<file path="src/rtl/otc_regs.svh">
// Register map and constants of the odd timer control block
// Assumes inclusion by the prescaler and timer control design files of this block
`ifndef OTC_REGS_SVH
`define OTC_REGS_SVH
// ****************************************************************
// Register offsets and fields
// ****************************************************************
`define OTC_ADDR_CTRL      4'h0
`define OTC_ADDR_STATUS    4'h1
`define OTC_BIT_RUN        15
`define OTC_BIT_IDLE       13
`define OTC_BIT_GATE       6
`define OTC_BIT_PS_HI      5
`define OTC_BIT_PS_LO      4
`define OTC_BIT_SRC        1
`define OTC_CTRL_MASK      16'ha072
`define OTC_CTRL_RESET     16'h0000
`define OTC_PS_DIV1        8'h00
`define OTC_PS_DIV8        8'h07
`define OTC_PS_DIV64       8'h3f
`define OTC_PS_DIV256      8'hff
`endif

</file>
<file path="src/rtl/otc_pkg.sv">
// Types shared by the odd timer control block
// Assumes the constants header sits beside it
package otc_pkg;
  typedef logic [15:0] otc_word_t;
  typedef logic [3:0]  otc_addr_t;
  typedef enum logic [1:0] {OTC_PS_1, OTC_PS_8, OTC_PS_64, OTC_PS_256} otc_ps_t;
endpackage

</file>
<file path="src/rtl/otc_prescaler.sv">
// Input prescaler: emits a tick every 1, 8, 64 or 256 input events
// Assumes a synchronous single-cycle event input
`include "otc_regs.svh"
module otc_prescaler
  import otc_pkg::*;
(
  // Clock and reset
  input  wire logic    clk,
  input  wire logic    nrst,
  // Control
  input  wire otc_ps_t sel,
  input  wire logic    clr,
  input  wire logic    event_in,
  // Result
  output logic         tick
);
  import otc_pkg::*;

  logic [7:0] cnt_q;
  logic [7:0] cnt_d;
  logic [7:0] limit;
  logic       wrap;

  // Terminal count per prescale code
  assign limit = (sel == OTC_PS_1)  ? `OTC_PS_DIV1 :
                 (sel == OTC_PS_8)  ? `OTC_PS_DIV8 :
                 (sel == OTC_PS_64) ? `OTC_PS_DIV64 : `OTC_PS_DIV256;
  assign wrap  = event_in && (cnt_q >= limit);
  assign cnt_d = clr ? 8'h00 : wrap ? 8'h00 : event_in ? cnt_q + 8'h01 : cnt_q;
  assign tick  = wrap && !clr;

  // Event counter
  always_ff @(posedge clk or negedge nrst) begin
    if (!nrst) cnt_q <= 8'h00;
    else       cnt_q <= cnt_d;
  end
endmodule

</file>
<file path="src/rtl/otc_timer_ctrl.sv">
// Odd timer control register and its mode logic
// Assumes a single-cycle software port; external pins are asynchronous
`include "otc_regs.svh"
module otc_timer_ctrl
  import otc_pkg::*;
(
  // Clock and reset
  input  wire logic       clk,
  input  wire logic       nrst,
  // Software port
  input  wire otc_addr_t  addr,
  input  wire otc_word_t  wdata,
  input  wire logic       wr,
  input  wire logic       rd,
  output otc_word_t       rdata,
  // Device context
  input  wire logic       pair_wide_mode,
  input  wire logic       idle_mode,
  // External pins
  input  wire logic       external_count_pin,
  input  wire logic       gate_pin,
  // Timer outputs
  output otc_word_t       count,
  output logic            count_tick
);
  import otc_pkg::*;

  // ****************************************************************
  // Register file
  // ****************************************************************
  otc_word_t odd_timer_control_q;
  otc_word_t rdata_q;
  otc_word_t rdata_d;
  otc_word_t count_q;
  logic      tick_q;
  logic      wr_ctrl;
  logic      timer_run;
  logic      halt_in_idle;
  logic      gated_accum_enable;
  logic      clock_source_sel;
  otc_ps_t   input_prescale_sel;

  assign wr_ctrl = wr && (addr == `OTC_ADDR_CTRL);

  // Control register, only implemented bits stored
  always_ff @(posedge clk or negedge nrst) begin
    if (!nrst) odd_timer_control_q <= `OTC_CTRL_RESET;
    else if (wr_ctrl) odd_timer_control_q <= wdata & `OTC_CTRL_MASK;
  end

  // Field decode
  assign timer_run          = odd_timer_control_q[`OTC_BIT_RUN];
  assign halt_in_idle       = odd_timer_control_q[`OTC_BIT_IDLE];
  assign gated_accum_enable = odd_timer_control_q[`OTC_BIT_GATE];
  assign clock_source_sel   = odd_timer_control_q[`OTC_BIT_SRC];
  assign input_prescale_sel = otc_ps_t'(odd_timer_control_q[`OTC_BIT_PS_HI:`OTC_BIT_PS_LO]);

  // ****************************************************************
  // Pin synchronisers
  // ****************************************************************
  logic ext_s1_q;
  logic ext_s2_q;
  logic ext_s3_q;
  logic gate_s1_q;
  logic gate_s2_q;
  logic ext_rise;
  logic [2:0] ext_fill_q;

  // Two flops per pin, third flop on the external count pin only for edge detect
  always_ff @(posedge clk or negedge nrst) begin
    if (!nrst) begin
      ext_s1_q   <= 1'b0;
      ext_s2_q   <= 1'b0;
      ext_s3_q   <= 1'b0;
      gate_s1_q  <= 1'b0;
      gate_s2_q  <= 1'b0;
      ext_fill_q <= 3'b000;
    end else begin
      ext_s1_q   <= external_count_pin;
      ext_s2_q   <= ext_s1_q;
      ext_s3_q   <= ext_s2_q;
      gate_s1_q  <= gate_pin;
      gate_s2_q  <= gate_s1_q;
      ext_fill_q <= {ext_fill_q[1:0], 1'b1};
    end
  end

  // Edges ignored until the pin chain holds real samples
  // A pin idling high would otherwise fake one edge after reset
  assign ext_rise = ext_s2_q && !ext_s3_q && ext_fill_q[2];

  // ****************************************************************
  // Count enable
  // ****************************************************************
  logic own_mode;
  logic active;
  logic src_event;
  logic ps_tick;

  assign own_mode  = !pair_wide_mode;
  assign active    = own_mode && timer_run
                     && !(idle_mode && halt_in_idle);
  // Internal clock counts always, or only while gate high when gated
  assign src_event = clock_source_sel ? ext_rise
                   : (gated_accum_enable ? gate_s2_q : 1'b1);

  otc_prescaler u_ps (
    .clk      (clk),
    .nrst     (nrst),
    .sel      (input_prescale_sel),
    .clr      (!active),
    .event_in (src_event && active),
    .tick     (ps_tick)
  );

  // Timer counter and tick
  always_ff @(posedge clk or negedge nrst) begin
    if (!nrst) begin
      count_q <= 16'h0000;
      tick_q  <= 1'b0;
    end else begin
      count_q <= ps_tick ? count_q + 16'h0001 : count_q;
      tick_q  <= ps_tick;
    end
  end

  assign count      = count_q;
  assign count_tick = tick_q;

  // ****************************************************************
  // Read path
  // ****************************************************************
  assign rdata_d = !rd ? 16'h0000
                 : (addr == `OTC_ADDR_CTRL)   ? odd_timer_control_q
                 : (addr == `OTC_ADDR_STATUS) ? count_q : 16'h0000;

  // Read data register
  always_ff @(posedge clk or negedge nrst) begin
    if (!nrst) rdata_q <= 16'h0000;
    else       rdata_q <= rdata_d;
  end

  assign rdata = rdata_q;

  // ****************************************************************
  // Checks
  // ****************************************************************
  a_unimpl_zero: assert property (@(posedge clk) disable iff (!nrst)
    (odd_timer_control_q & ~`OTC_CTRL_MASK) == 16'h0000)
    else $error("unimplemented control bits set");

  a_stop_holds: assert property (@(posedge clk) disable iff (!nrst)
    !timer_run |=> $stable(count_q))
    else $error("counter moved while stopped");

  a_wide_holds: assert property (@(posedge clk) disable iff (!nrst)
    pair_wide_mode |=> $stable(count_q))
    else $error("counter moved in wide mode");

  a_idle_halt: assert property (@(posedge clk) disable iff (!nrst)
    (idle_mode && halt_in_idle) |=> !tick_q)
    else $error("counted while halted in idle");

  a_div1_rate: assert property (@(posedge clk) disable iff (!nrst)
    (active && !clock_source_sel && !gated_accum_enable
     && input_prescale_sel == OTC_PS_1) |=> tick_q)
    else $error("divide by one missed a tick");

  a_gate_low: assert property (@(posedge clk) disable iff (!nrst)
    (!clock_source_sel && gated_accum_enable && !gate_s2_q) |=> !tick_q)
    else $error("counted with gate low");

  a_ext_edge: assert property (@(posedge clk) disable iff (!nrst)
    (clock_source_sel && !ext_rise) |=> !tick_q)
    else $error("external count without edge");

  a_div8_gap: assert property (@(posedge clk) disable iff (!nrst)
    (tick_q && input_prescale_sel == OTC_PS_8 && $stable(odd_timer_control_q))
    |-> ##1 !tick_q [*7])
    else $error("divide by eight ticked early");

  a_write_read: assert property (@(posedge clk) disable iff (!nrst)
    (wr_ctrl) |=> odd_timer_control_q == ($past(wdata) & `OTC_CTRL_MASK))
    else $error("control write not stored");

  // Read data only in the cycle after a read strobe
  a_rdata_idle: assert property (@(posedge clk) disable iff (!nrst)
    !rd |=> rdata_q == 16'h0000)
    else $error("read data without read strobe");

  // Each tick advances the counter by exactly one
  a_tick_step: assert property (@(posedge clk) disable iff (!nrst)
    tick_q |-> count_q == $past(count_q) + 16'h0001)
    else $error("counter step not one");

  a_wide_quiet: assert property (@(posedge clk) disable iff (!nrst)
    pair_wide_mode |=> !tick_q)
    else $error("tick in wide mode");

  // External edges count whatever the gate bit says
  a_ext_no_gate: assert property (@(posedge clk) disable iff (!nrst)
    (active && clock_source_sel && ext_rise && input_prescale_sel == OTC_PS_1)
    |=> tick_q)
    else $error("external edge lost");

  a_gate_high: assert property (@(posedge clk) disable iff (!nrst)
    (active && !clock_source_sel && gated_accum_enable && gate_s2_q
     && input_prescale_sel == OTC_PS_1) |=> tick_q)
    else $error("gated count missed with gate high");

  // Idle alone does not stop the timer when halt bit is clear
  a_idle_runs: assert property (@(posedge clk) disable iff (!nrst)
    (own_mode && timer_run && idle_mode && !halt_in_idle && !clock_source_sel
     && !gated_accum_enable && input_prescale_sel == OTC_PS_1) |=> tick_q)
    else $error("stopped in idle with halt bit clear");
endmodule

</file>
<file path="config.mk">
export PLATFORM = sky130hd
export DESIGN_NAME = otc_timer_ctrl
export DESIGN_NICKNAME = d
export VERILOG_FILES = /design/src/rtl/otc_pkg.sv /design/src/rtl/otc_prescaler.sv /design/src/rtl/otc_timer_ctrl.sv
export VERILOG_INCLUDE_DIRS = /design/src /design/src/rtl
export SDC_FILE = /design/constraint.sdc
export NUM_CORES = 1
export LEC_CHECK = 0
export BUFFER_PORTS_ARGS = -buffer_cell sky130_fd_sc_hd__buf_2
export CORE_MARGIN = 10
export CORE_UTILIZATION = 40
export CTS_BUF_LIST = sky130_fd_sc_hd__clkbuf_16
export CTS_CLUSTER_SIZE = 24
export DETAILED_ROUTE_END_ITERATION = 12
export GPL_TIMING_DRIVEN = 1
export PLACE_DENSITY = 0.69
export SYNTH_ARGS = -nofsm -noshare
export SYNTH_HDL_FRONTEND = slang
export SYNTH_SLANG_ARGS = --single-unit
</file>
<file path="constraint.sdc">
create_clock -name clk -period 3.55 [get_ports clk]
set_input_delay 0.355 -clock clk [delete_from_list [all_inputs] [get_ports clk]]
set_output_delay 0.355 -clock clk [all_outputs]
set_load 0.01 [all_outputs]
</file>
==> flow_summary.json <==
{
  "avgRoutedWirePerCell_um": 16.6,
  "worstMarginPinSlew_ps": 822,
  "grt_setup_unrepaired": "no",
  "drt_drc_violations_left": 0,
  "grt_pass1_wl_mm": 9.46,
  "final.period_utilization_pct": 68.7,
  "start_util_pct": 41.7,
  "slew_violations": 0,
  "fillers": 542,
  "final.setup.tns_ps": 0,
  "synthArstFlopShare_pct": 100,
  "finalWeightedCongestion": 0.824,
  "crit_family": "compound AO/OA/AOI/OAI gates",
  "yosysWarnings": 0,
  "synth_area_mm2": 0.00251,
  "status": "finished clean",
  "relSlewSlack_pct": 44.8,
  "postRouteAntennaNets": 0,
  "grt_max_degree": 33,
  "rows": 28,
  "htree_num_levels": 2,
  "core_mm2": 0.00603,
  "synth_cell_types": 41,
  "finalWirelength_mm": 5.67,
  "hpwlAfterDp_mm": 4.08,
  "cts_setup_buffers": 0,
  "stdcell_area_mm2": 0.00302,
  "synth_flop_cell": "dfrtp_1",
  "layout_commonest_cell": "dfrtp_1",
  "grt_pass1_vias": 1925,
  "antenna_cells": 0,
  "crit_top_cell": "nand2_1",
  "drt-initial-drc-count": 135,
  "synth_fp_nets": 251,
  "via_count": 1921,
  "hp-class": "input pin to async pin",
  "io_buffer_count": 50,
  "die_h_um": 99.3,
  "p_leak_nw": 1.47,
  "holdWs_ps": 113,
  "hold_viol": 0,
  "final_cell_mix": "55 x dfrtp_1, 50 x buf_2, 17 x and3_1",
  "grt_remaining_overflow": 0,
  "cp.buffers_inverters": 1,
  "vdd_drop_max_mv": 0.260,
  "crit_path_max_fanout": 13,
  "die_area_mm2": 0.00985,
  "layout.nets": 302,
  "syn_avg_cell_area_um2": 11.7,
  "cts_buffers": 5,
  "critPathRequiredTime_ps": 3690,
  "cap_violations": 0,
  "cts_tree": "built",
  "area_growth_pct": 20.1,
  "clockBufferDepth": 2,
  "postPlaceCellArea_mm2": 0.00284,
  "cp.arrival_ps": 2580,
  "worstSetupStartpointType": "flip-flop",
  "cts_resized": 0,
  "cts.sinks": 55,
  "drt_pass1_iterations": 4,
  "drive_gt1_share_pct": 28.5,
  "max_stage_delay_ps": 640,
  "ioPinCount": 61,
  "power_density_mw_per_mm2": 472,
  "yosysSeqAreaShare_pct": 54.8,
  "hold_buffers": 0,
  "clk_pin_slew_ps": 70,
  "end_kind": "flip-flop",
  "syn_inst": 215,
  "synth_enable_flop_cells": 0,
  "via_per_inst": 5.62,
  "antenna_found_initial": 0,
  "crit_chain": "nand2_1 -> ha_1 -> nand2_1 -> o21ai_1 -> buf_4 -> o21ai_0 -> a21oi_1 -> a211oi_1",
  "clk-insertion-delay-late_ps": 290,
  "crit_slowest_cell": "o21ai_1",
  "finalCriticalPeriod_ps": 2440,
  "grt_usage_pct": 11.4,
  "crit_type": "flip-flop to flip-flop",
  "ys_ff_latch": 55,
  "fin_skew_ps": 6.81,
  "max_freq_ghz": 0.410,
  "fp.dieW_um": 99.3,
  "setup_viol": 0,
  "root_buffer": "clkbuf_16"
}
[logic make-up after synthesis]
family | synth area share (%)
DFF | 54.8
buffers and inverters | 2.09
AOI/OAI and AO/OA | 13.0
adders and majority gates | 3.98
and+or+nand+nor | 17.6
other | 0.149
muxes | 3.14
xor gates and xnor gates | 5.23
[final timing paths]
check                                  startpoint  slack, ps  depth (start not counted)                      end
setup / recovery           odd_timer_control_q[4]       1110                          8            u_ps.cnt_q[2]
hold / removal                               nrst        110                          1                rdata[14]
setup reg to reg           odd_timer_control_q[4]       1110                          8            u_ps.cnt_q[2]
hold reg to reg                     ext_fill_q[0]        350                          0            ext_fill_q[1]
max in group asynchronous                    nrst       2670                          2  odd_timer_control_q[15]
min in group clk                         gate_pin        160                          1                gate_s1_q
[metal layers]
layer,vias up,wire (um),global-route usage (%)
li1,904,-,-
met1,963,2450,13.5
met2,47,2770,18.8
met3,7,377,4.08
met4,0,69,3.86
met5,-,0,0
[report_power, final]
part           internal [mW]  total [mW]  switching [mW]
Combinational         0.0654       0.167           0.102
Clock                  0.335       0.562           0.226
Sequential             0.658       0.694          0.0367
[final cells by class]
cell class / count / area, um2 / share of cell area [%]
sequential: 55 / 1380 / 45.6
clock inverter: 3 / 46.3 / 1.53
timing repair buffer: 54 / 280 / 9.29
multi-input combinational: 147 / 1080 / 35.9
inverter: 3 / 11.3 / 0.373
tap: 75 / 93.8 / 3.11
clock buffer: 5 / 125 / 4.15
[Yosys cell counts, types with 2 or more instances]
master     number  area share [%]
nor4_1          2            0.50
ha_1            8             4.0
clkbuf_1        7             1.0
a211o_1         2            0.70
o21ai_1         2            0.40
and4_1          2            0.70
o21ai_0         5             1.0
nor2_1          3            0.45
nand2_1        14             2.1
or4_1           4             1.2
a211oi_1        4             1.2
nand4_1         4             1.0
a21oi_1         7             1.4
o2111ai_1       9             3.1
and3_1         17             4.2
nor2b_1         7             1.7
dfrtp_1        55              55
a31o_2          3             1.0
xnor2_1        15             5.2
and2_1          4             1.0
buf_2           3            0.60
nand3_1         4            0.80
mux2_2          7             3.1
a22oi_1         6             1.8
o211ai_1        2            0.60
or3_1           2            0.50
inv_1           3            0.45
[sequential cells by signal, indices dropped and copies added, names as in the netlist]
register,cells
u_ps.cnt_q,8
odd_timer_control_q,6
rdata,16
count_tick,1
ext_s2_q,1
ext_s3_q,1
ext_s1_q,1
count,16
gate_s1_q,1
gate_s2_q,1
ext_fill_q,3
[metrics by stage]
stage / cells / utilization, % / power, mW / worst slack, ps
CTS: 341 / 50.0 / 1.43 / 1130
global placement: 333 / 47.1 / 0.866 / 1170
detailed placement: 333 / 47.1 / 0.875 / 1140
global route: 342 / 50.1 / 1.49 / 954
floorplan: 215 / - / 0.805 / 1600
finish: 342 / 50.1 / 1.42 / 1110
(Power assumes the default switching activity.)
